`config.mk`:
```
export PLATFORM = sky130hd
export DESIGN_NAME = pcs_pll_clock_setup
export DESIGN_NICKNAME = d
export VERILOG_FILES = /design/src/logic/pcs_pkg.sv /design/src/logic/pcs_ref_prescaler.sv /design/src/logic/pcs_pll_clock_setup.sv
export SDC_FILE = /design/constraint.sdc
export NUM_CORES = 1
export LEC_CHECK = 0
export BUFFER_PORTS_ARGS = -buffer_cell sky130_fd_sc_hd__buf_4
export CORE_MARGIN = 2
export CORE_UTILIZATION = 54
export CTS_BUF_LIST = sky130_fd_sc_hd__clkbuf_16
export DETAILED_ROUTE_END_ITERATION = 8
export PLACE_DENSITY = 0.79
export SYNTH_ARGS = -nofsm -noshare
export SYNTH_HDL_FRONTEND = slang
export SYNTH_SLANG_ARGS = --single-unit
export TNS_END_PERCENT = 1
```
`constraint.sdc`:
```
create_clock -name ref_clk -period 2.55 [get_ports ref_clk]
set_input_delay 0.255 -clock ref_clk [delete_from_list [all_inputs] [get_ports ref_clk]]
set_output_delay 0.255 -clock ref_clk [all_outputs]
set_load 0.02 [all_outputs]
```
`src/logic/pcs_pkg.sv`:
```
// constants and types shared by the pll clock setup control block
package pcs_pkg;

  // ----------------------------------------------------------------
  // register offsets
  // ----------------------------------------------------------------
  localparam logic [15:0] PCS_ADDR_FEEDBACK = 16'hf000;
  localparam logic [15:0] PCS_ADDR_PRESCALE = 16'hf001;
  localparam logic [15:0] PCS_ADDR_SOURCE = 16'hf002;
  localparam logic [15:0] PCS_ADDR_ENABLE = 16'hf003;
  localparam logic [15:0] PCS_ADDR_LOCK = 16'hf004;
  localparam logic [15:0] PCS_ADDR_CLKOUT = 16'hf005;

  // ----------------------------------------------------------------
  // field layout and reset values
  // ----------------------------------------------------------------
  localparam int PCS_DATA_W = 16;
  localparam int PCS_FB_W = 7;
  localparam int PCS_PRE_W = 2;
  localparam int PCS_CLKOUT_W = 3;
  localparam int PCS_SRC_BIT = 0;
  localparam int PCS_ENABLE_BIT = 0;
  localparam int PCS_LOCK_BIT = 0;
  localparam int PCS_CLKOUT_EN_BIT = 0;
  localparam int PCS_CLKOUT_RATE_LSB = 1;
  localparam logic [6:0] PCS_FB_RESET = 7'h60;
  localparam logic [1:0] PCS_PRE_RESET = 2'h0;
  localparam logic [2:0] PCS_CLKOUT_RESET = 3'h0;
  localparam logic PCS_SRC_RESET = 1'b0;
  localparam int PCS_PRE_CNT_W = 3;

  // ----------------------------------------------------------------
  // timing
  // ----------------------------------------------------------------
  localparam int PCS_CLK_PERIOD_NS = 25;
  localparam int PCS_REF_TIMEOUT_NS = 10000;
  localparam int PCS_REF_TIMEOUT_CYCLES =
    (PCS_REF_TIMEOUT_NS + PCS_CLK_PERIOD_NS - 1) / PCS_CLK_PERIOD_NS;
  localparam int PCS_LOCK_SETTLE_TICKS = 1024;

  // ----------------------------------------------------------------
  // lock state machine
  // ----------------------------------------------------------------
  typedef enum logic [1:0] {
    PCS_IDLE = 2'b00,
    PCS_ACQUIRE = 2'b01,
    PCS_LOCKED = 2'b10
  } pcs_lock_e;

endpackage : pcs_pkg

```
`src/logic/pcs_ref_prescaler.sv`:
```
// master clock pin synchroniser and reference prescale divider
`timescale 1ns/100ps
`default_nettype none

module pcs_ref_prescaler (
  input wire logic ref_clk,
  input wire logic srst,
  input wire logic masterClockInputPin,
  input wire logic [pcs_pkg::PCS_PRE_W-1:0] divSel,
  input wire logic restart,
  output logic refTick
);

  typedef struct packed {
    logic sync1;
    logic sync2;
    logic sync3;
    logic [pcs_pkg::PCS_PRE_CNT_W-1:0] edgeCnt;
    logic refTick;
  } pcs_pre_state_s;

  pcs_pre_state_s st;
  pcs_pre_state_s next_st;
  logic pinEdge;
  logic [pcs_pkg::PCS_PRE_CNT_W-1:0] lastCount;

  assign pinEdge = st.sync2 & ~st.sync3;
  // divide by 1, 2, 4 or 8
  assign lastCount = pcs_pkg::PCS_PRE_CNT_W'((4'h1 << divSel) - 4'h1);

  always_comb begin
    next_st = st;
    next_st.sync1 = masterClockInputPin;
    next_st.sync2 = st.sync1;
    next_st.sync3 = st.sync2;
    next_st.refTick = 1'b0;
    if (restart) begin
      next_st.edgeCnt = '0;
    end else if (pinEdge) begin
      if (st.edgeCnt == lastCount) begin
        next_st.edgeCnt = '0;
        next_st.refTick = 1'b1;
      end else begin
        next_st.edgeCnt = st.edgeCnt + 3'h1;
      end
    end
    if (srst) begin
      next_st = '0;
    end
  end

  always_ff @(posedge ref_clk) begin
    st <= next_st;
  end

  assign refTick = st.refTick;
endmodule : pcs_ref_prescaler

`default_nettype wire

```
`src/logic/pcs_pll_clock_setup.sv`:
```
// pll clock setup control: staged configuration, enable and lock flag
`timescale 1ns/100ps
`default_nettype none

module pcs_pll_clock_setup #(
  parameter int REF_TIMEOUT_CYCLES = pcs_pkg::PCS_REF_TIMEOUT_CYCLES,
  parameter int LOCK_SETTLE_TICKS = pcs_pkg::PCS_LOCK_SETTLE_TICKS
) (
  input wire logic ref_clk,
  input wire logic srst,
  input wire logic [15:0] regAddr,
  input wire logic [pcs_pkg::PCS_DATA_W-1:0] regWrData,
  input wire logic regWr,
  input wire logic regRd,
  output logic [pcs_pkg::PCS_DATA_W-1:0] regRdData,
  input wire logic masterClockInputPin,
  output logic pllClockRun,
  output logic coreClockSourceSel,
  output logic [pcs_pkg::PCS_FB_W-1:0] feedbackMultiplier,
  output logic [pcs_pkg::PCS_PRE_W-1:0] activePrescale,
  output logic clkoutEnable,
  output logic [1:0] clkoutRate,
  output logic pllLockFlag
);

  localparam int TW = $clog2(REF_TIMEOUT_CYCLES + 1);
  localparam int SW = $clog2(LOCK_SETTLE_TICKS + 1);

  // ----------------------------------------------------------------
  // parameter check
  // ----------------------------------------------------------------
  generate
    if (REF_TIMEOUT_CYCLES < 2 || LOCK_SETTLE_TICKS < 1) begin : gBadParam
      $error("timeout must be at least 2 cycles and settle at least 1 tick");
    end
  endgenerate

  typedef struct packed {
    logic [pcs_pkg::PCS_FB_W-1:0] fbStaged;
    logic [pcs_pkg::PCS_PRE_W-1:0] preStaged;
    logic srcStaged;
    logic [pcs_pkg::PCS_CLKOUT_W-1:0] clkoutStaged;
    logic enable;
    logic [pcs_pkg::PCS_FB_W-1:0] fbActive;
    logic [pcs_pkg::PCS_PRE_W-1:0] preActive;
    logic srcActive;
    logic [pcs_pkg::PCS_CLKOUT_W-1:0] clkoutActive;
    logic restartRef;
    pcs_pkg::pcs_lock_e lockState;
    logic [SW-1:0] settleCnt;
    logic [TW-1:0] refIdle;
    logic refStable;
    logic lockFlag;
    logic pllRun;
    logic [pcs_pkg::PCS_DATA_W-1:0] rdData;
  } pcs_state_s;

  pcs_state_s st;
  pcs_state_s next_st;
  logic refTick;
  logic enableRise;
  logic settingsValid;

  // ----------------------------------------------------------------
  // reference path
  // ----------------------------------------------------------------
  pcs_ref_prescaler uPrescaler (
    .ref_clk(ref_clk),
    .srst(srst),
    .masterClockInputPin(masterClockInputPin),
    .divSel(st.preActive),
    .restart(st.restartRef),
    .refTick(refTick)
  );

  assign enableRise = regWr && (regAddr == pcs_pkg::PCS_ADDR_ENABLE)
    && regWrData[pcs_pkg::PCS_ENABLE_BIT] && !st.enable;
  // a zero multiplier cannot close the loop
  assign settingsValid = (st.fbActive != '0);

  // ----------------------------------------------------------------
  // next state
  // ----------------------------------------------------------------
  always_comb begin
    next_st = st;
    next_st.restartRef = 1'b0;
    next_st.rdData = '0;

    // configuration writes go to the staging copies only; the enable write takes effect directly
    if (regWr) begin
      unique case (regAddr)
        pcs_pkg::PCS_ADDR_FEEDBACK: next_st.fbStaged = regWrData[6:0];
        pcs_pkg::PCS_ADDR_PRESCALE: next_st.preStaged = regWrData[1:0];
        pcs_pkg::PCS_ADDR_SOURCE: next_st.srcStaged = regWrData[pcs_pkg::PCS_SRC_BIT];
        pcs_pkg::PCS_ADDR_ENABLE: next_st.enable = regWrData[pcs_pkg::PCS_ENABLE_BIT];
        pcs_pkg::PCS_ADDR_CLKOUT: next_st.clkoutStaged = regWrData[2:0];
        default: next_st.enable = st.enable; // lock register and holes ignore writes
      endcase
    end

    // apply staged settings on the zero-to-one enable edge
    if (enableRise) begin
      next_st.fbActive = st.fbStaged;
      next_st.preActive = st.preStaged;
      next_st.srcActive = st.srcStaged;
      next_st.clkoutActive = st.clkoutStaged;
      next_st.restartRef = 1'b1;
    end

    next_st.pllRun = next_st.enable;

    // reference watchdog
    if (refTick) begin
      next_st.refIdle = '0;
    end else if (st.refIdle != TW'(REF_TIMEOUT_CYCLES)) begin
      next_st.refIdle = st.refIdle + TW'(1);
    end
    next_st.refStable = (next_st.refIdle != TW'(REF_TIMEOUT_CYCLES));

    // lock acquisition
    unique case (st.lockState)
      pcs_pkg::PCS_IDLE: begin
        next_st.settleCnt = '0;
        if (enableRise) begin
          next_st.lockState = pcs_pkg::PCS_ACQUIRE;
        end
      end
      pcs_pkg::PCS_ACQUIRE: begin
        if (!st.refStable || !settingsValid) begin
          next_st.settleCnt = '0;
        end else if (refTick) begin
          if (st.settleCnt == SW'(LOCK_SETTLE_TICKS - 1)) begin
            next_st.lockState = pcs_pkg::PCS_LOCKED;
          end else begin
            next_st.settleCnt = st.settleCnt + SW'(1);
          end
        end
      end
      pcs_pkg::PCS_LOCKED: begin
        if (!st.refStable) begin
          next_st.lockState = pcs_pkg::PCS_ACQUIRE;
          next_st.settleCnt = '0;
        end
      end
      default: next_st.lockState = pcs_pkg::PCS_IDLE;
    endcase
    if (!next_st.enable) begin
      next_st.lockState = pcs_pkg::PCS_IDLE;
      next_st.settleCnt = '0;
    end
    next_st.lockFlag = (next_st.lockState == pcs_pkg::PCS_LOCKED);

    // read data, one cycle after the strobe
    if (regRd) begin
      unique case (regAddr)
        pcs_pkg::PCS_ADDR_FEEDBACK: next_st.rdData = {9'h000, st.fbStaged};
        pcs_pkg::PCS_ADDR_PRESCALE: next_st.rdData = {14'h0000, st.preStaged};
        pcs_pkg::PCS_ADDR_SOURCE: next_st.rdData = {15'h0000, st.srcStaged};
        pcs_pkg::PCS_ADDR_ENABLE: next_st.rdData = {15'h0000, st.enable};
        pcs_pkg::PCS_ADDR_LOCK: next_st.rdData = {15'h0000, st.lockFlag};
        pcs_pkg::PCS_ADDR_CLKOUT: next_st.rdData = {13'h0000, st.clkoutStaged};
        default: next_st.rdData = '0;
      endcase
    end

    if (srst) begin
      next_st = '0;
      next_st.fbStaged = pcs_pkg::PCS_FB_RESET;
      next_st.fbActive = pcs_pkg::PCS_FB_RESET;
      next_st.preStaged = pcs_pkg::PCS_PRE_RESET;
      next_st.preActive = pcs_pkg::PCS_PRE_RESET;
      next_st.srcStaged = pcs_pkg::PCS_SRC_RESET;
      next_st.srcActive = pcs_pkg::PCS_SRC_RESET;
      next_st.clkoutStaged = pcs_pkg::PCS_CLKOUT_RESET;
      next_st.clkoutActive = pcs_pkg::PCS_CLKOUT_RESET;
      next_st.refIdle = TW'(REF_TIMEOUT_CYCLES);
      next_st.lockState = pcs_pkg::PCS_IDLE;
    end
  end

  always_ff @(posedge ref_clk) begin
    st <= next_st;
  end

  // ----------------------------------------------------------------
  // outputs
  // ----------------------------------------------------------------
  assign regRdData = st.rdData;
  assign pllClockRun = st.pllRun;
  assign coreClockSourceSel = st.srcActive;
  assign feedbackMultiplier = st.fbActive;
  assign activePrescale = st.preActive;
  assign clkoutEnable = st.clkoutActive[pcs_pkg::PCS_CLKOUT_EN_BIT];
  assign clkoutRate = st.clkoutActive[2:1];
  assign pllLockFlag = st.lockFlag;
endmodule : pcs_pll_clock_setup

`default_nettype wire

```
# Word level (Yosys, flattened, before mapping)
# Index checks and enable logic that the tools add are counted.
# Widths: inputs -> output; s select.
# classes
n_reduce_logical,19
n_eq_ne,16
shifts,1
bitwise,5
mux,18
n_addsub,4
# op_table
op,n
$eq 16x16->1 const B,6
$pmux 7 s6,1
$mux 13,3
$pmux 11 s3,1
$mux 11,2
$mux 9,2
$ne 9x9->1 const B,2
$add 11x1->11 const B,1
$eq 11x10->1 const B,1
$add 9x1->9 const B,1
$reduce_and 2->1,4
$reduce_bool 7->1,1
$mux 2,3
$pmux 2 s3,1
$reduce_or 2->1,3
$eq 2x2->1 const B,2
$mux 1,4
$not 1->1,4
$reduce_and 4->1,1
$add 3x1->3 const B,1
$eq 3x3->1,1
$logic_and 1x1->1,3
$logic_not 1->1,3
$mux 3,1
11 further kinds,11
# totals
ff_bits,75
out_inout_bits,31

# Logic depth before layout (Yosys ltp)
# depth
depth_word,8
ltp_mapped,8
depth_no_buf,7

# By module
# Synthesis repeated with hierarchy kept, for this count alone.
# hier_totals
cells_unflattened,385
hier_area_um2,3425.8
# modules_own_cells
mod,seq_area_each_um2,n_inst,cells_each,area_per_inst_um2
pcs_pll_clock_setup,1181.1,1,358,3131.8
pcs_ref_prescaler,140.1,1,27,294.0

# Least setup slack after synthesis
# Ideal clock, no wire load.
# synth_path
path_kind,input to register
start,input port regAddr[6]
end,"register st, in the netlist pllLockFlag"
setup_ns,0.116
slack_ns,0.571
path_buffers,0
stages,6
t_arrival_ns,1.862
t_required_ns,2.434
path_cell_list,or4_4 > or3_4 > o21a_4 > o21ai_4 > inv_2 > and4_1
# synth_via
elab_chain_cells,8
# synth_rtl
element,line,rtl
"start, declared",pcs_pll_clock_setup.sv:11,"input wire logic [15:0] regAddr,"
$eq 16x16->1 *,"pcs_pll_clock_setup.sv:76, pcs_pll_clock_setup.sv:91",
$logic_and 1x1->1,pcs_pll_clock_setup.sv:76,assign enableRise = regWr && (regAddr == pcs_pkg::PCS_ADDR_ENABLE)
$logic_and 1x1->1 (2 in a row),pcs_pll_clock_setup.sv:77,&& regWrData[pcs_pkg::PCS_ENABLE_BIT] && !st.enable;
$mux 2,pcs_pll_clock_setup.sv:124,if (enableRise) begin
$pmux 2 s3,pcs_pll_clock_setup.sv:121,unique case (st.lockState)
$mux 13 *,pcs_pll_clock_setup.sv:147,if (!next_st.enable) begin
$eq 2x2->1 *,pcs_pll_clock_setup.sv:151,next_st.lockFlag = (next_st.lockState == pcs_pkg::PCS_LOCKED);
"end signal, assigned",pcs_pll_clock_setup.sv:182,st <= next_st;
"end, declared",pcs_pll_clock_setup.sv:58,pcs_state_s st;
# Every way passes the cells marked *; elsewhere a longest branch is shown, timed or not.
# A chain may end at the register's enable or synchronous reset.

# Final worst setup path
# layout_path
start,register st[28] (netlist bit)
end,register st[32] (netlist bit)
# layout_via
elab_chain_cells,5
# layout_rtl
element,line,rtl
$add 11x1->11,pcs_pll_clock_setup.sv:135,next_st.settleCnt = st.settleCnt + SW'(1);
$mux 11,pcs_pll_clock_setup.sv:132,if (st.settleCnt == SW'(LOCK_SETTLE_TICKS - 1)) begin
$mux 13,pcs_pll_clock_setup.sv:131,end else if (refTick) begin
$mux 11,pcs_pll_clock_setup.sv:129,if (!st.refStable || !settingsValid) begin
$pmux 11 s3,pcs_pll_clock_setup.sv:121,
# Several ways; a longest one is shown, not always the timed one. The select of a mux whose other input is x is not followed.

==> impl_metrics.yaml <==
status:
  status: "completed"
yosys:
  syn_inst: 370
  synth_top_cell_area_share: 0.4057
  synth_edf_count: 0
  synth_area_per_cell_um2: 8.802
  ys_warn_count: 0
  syn-cell-area_um2: 3257
  yosysUniqueCellTypes: 52
  ys_seq_area_frac: 0.4057
  synth.largest_area_cell: "dfxtp_1"
  ys_seq_elements: 66
  synth_top_flop_cell: "dfxtp_1"
  synth.area.top_cells: "dfxtp_1, buf_4, nand2_1, xnor2_1, mux2i_1"
  async_flop_share: 0
timing:
  timing.fmax_mhz: 454.8
  setup_viol_count_final: 0
  fin_ws_ps: 351.0
  relSlewSlack: 0.4717
  timing.final.crit_period_ps: 2199
  rsz0062_at_grt: "false"
  finalHoldViolCount: 0
  fin_setup_tns_ps: 0
  skew_ps: 5.702
  slew_viol_final: 0
  min_period_over_period: 0.8623
  tightestPinTransition_ps: 782.2
pwr:
  vdd_drop_max_v: 0.0006133
  p_switching_mw: 0.6072
  p_comb_frac: 0.082
  power.share.switching: 0.2230
  internal_power_mw: 2.116
  power_frac_clock: 0.517
  p_leak_nw: 1.557
  powerDensity_nw_per_um2: 697.2
  pwr-share-seq: 0.400
  p_total_mw: 2.723
die:
  start_util: 0.5534
  io_pins: 68
  row_count: 28
  dieArea_um2: 6668
  coreArea_um2: 5886
  die_h_um: 81.66
  dieWidth_um: 81.66
route:
  via_count: 2692
  wl_per_cell_um: 14.78
  drtIter0Drc: 142
  detail_route.first_pass.iterations: 4
  drc_errors: 0
  drt-total-wl_um: 7212
  vias_per_cell: 5.516
  ant_nets: 0
worst_hold_path:
  hold_depth: 3
  hp-class: "in2reg"
  hold_end: "st[68]"
  min_from: "regWrData[6]"
finish:
  syn_to_final_growth_pct: 19.94
  final.fill_count: 468
  drive_above_1_share: 0.2107
  finalNetCount: 453
  register_area_um2: 1321
  finish.instance_area_um2: 3906
  fin_util: 0.6637
  num_antenna_cells: 0
  multi_input_area_um2: 1659
cts:
  cts_hold_buf: 0
  clkLatencyLatePin_ps: 330
  cts_root_buf: "clkbuf_16"
  htree_levels: 3
  cts_buffers: 9
  cts_tree: "yes"
  cts_setup_buffers: 0
  clockBufferDepth: 2
  clock_sinks: 66
  cts-resized-gates: 0
  clk_pin_slew_worst_paths_ps: 60
global_route:
  grt_use_met1: 0.2655
  gr-usage-met2: 0.4262
  grt_pass1_wl_um: 11970
  antenna_found_initial: 0
  busiest_layer: "met2"
  gr-total-overflow: 0
  grt_start_max_net_pins: 37
  grt_usage: 0.2375
  grtUsageMet3: 0.05055
  grt_pass1_vias: 2638
setup_path:
  startpoint_type: "register"
  arrival_ps: 2400
  path_class: "reg2reg"
  worstReg2RegStart: "st[28]"
  cp.required_ps: 2750
  rr_worst_depth: 7
  rr_endpoint: "st[32]"
  cp-end-kind: "register"
  rrSetupSlack_ps: 350
  cp_max_fo: 7
placement:
  gp_congestion: 0.8323
  io_buffers: 49
  dp_slack_ps: 310.0
  dpl_cell_area_um2: 3562
  hpwl_um: 4891
flow_run:
  max-cap-violations: 0
==> cell usage in the layout (no fill, tap or decap), types with 8 or more instances in the layout <==
cell and n:
a21oi_1 21, buf_4 59, clkbuf_16 9, conb_1 9
dfxtp_1 66, ha_1 8, inv_1 12, mux2i_1 12
nand2_1 44, nand2b_1 8, nand3_1 17, nor2_1 31
nor3_1 12, o21ai_0 9, xnor2_1 15
==> synth_stat cells (4+ instances only) <==
| library cell | n |
|---|---|
| dfxtp_1 | 66 |
| nand2_1 | 44 |
| nor2_1 | 31 |
| buf_4 | 27 |
| a21oi_1 | 21 |
| nand3_1 | 17 |
| xnor2_1 | 15 |
| mux2i_1 | 12 |
| nor3_1 | 12 |
| inv_1 | 11 |
| clkbuf_1 | 10 |
| o21ai_0 | 9 |
| ha_1 | 8 |
| nand2b_1 | 8 |
| a211oi_1 | 7 |
| nor4_1 | 7 |
| nand4_1 | 6 |
| and4_1 | 5 |
| xor2_1 | 5 |
| and2_1 | 4 |
| nor2b_1 | 4 |
==> worst max-delay path, cell delays in order (launching register included) <==
cell and delay (ps):
dfxtp_1 390, ha_1 190, nand3_1 190, o41ai_1 690
buf_4 280, a211oi_1 90, xnor2_1 180, nor2_1 60
==> metal layers <==
| metal | up-vias | share of wire |
|---|---|---|
| met5 | - | 0 |
| met4 | 0 | 0.021 |
| met3 | 18 | 0.054 |
| met2 | 79 | 0.51 |
| met1 | 1261 | 0.42 |
| li1 | 1334 | - |
==> area by class of cell <==
class | count | area share
clock inverter | 7 | 0.03043
timing repair buffer | 59 | 0.1134
multi-input combinational | 260 | 0.4247
clock buffer | 9 | 0.05766
sequential | 66 | 0.3382
tap | 75 | 0.02402
inverter | 12 | 0.01153
==> sequential cells by signal, summed over array words and instances, names as in the netlist <==
register and cells:
clkoutRate 2, uPrescaler.st 6, regRdData 7, clkoutEnable 1, coreClockSourceSel 1, pllLockFlag 1
feedbackMultiplier 7, uPrescaler.refTick 1, pllClockRun 1, activePrescale 2, st 37
==> kinds of logic after synthesis <==
family,after synthesis,synth area share
simple gates,153,0.2474
flops,66,0.4057
compound gates,56,0.1199
buf+inv,52,0.09412
xor+xnor,20,0.05378
mux,14,0.04725
fa+ha+maj,8,0.03073
other cells,1,0.001151
==> stage by stage <==
step                      hold slack, ps  std cells
after floorplan                    380.1        378
after global placement             414.1        472
after detailed placement           429.9        472
after CTS                          129.8        488
after global routing               156.4        488
final                              139.0        488
==> power groups by stage <==
stage / sequential (mW) / clock (mW) / combinational [mW]
floorplan: 1.10 / 0 / 0.152
global placement: 1.11 / 0 / 0.215
detailed placement: 1.11 / 0 / 0.221
CTS: 1.09 / 1.43 / 0.224
global route: 1.09 / 1.47 / 0.250
finish: 1.09 / 1.41 / 0.224
==> worst max path at each step <==
stage	from	endpoint	slack, ps
after floorplan	regAddr[6]	pllLockFlag	570
after global placement	regAddr[6]	st[35]	340
after detailed placement	regAddr[6]	st[68]	310
after CTS	st[28]	st[35]	370
after global routing	st[28]	st[36]	70
final	st[28]	st[32]	350
Note: power is estimated with default switching activity, not from simulation.
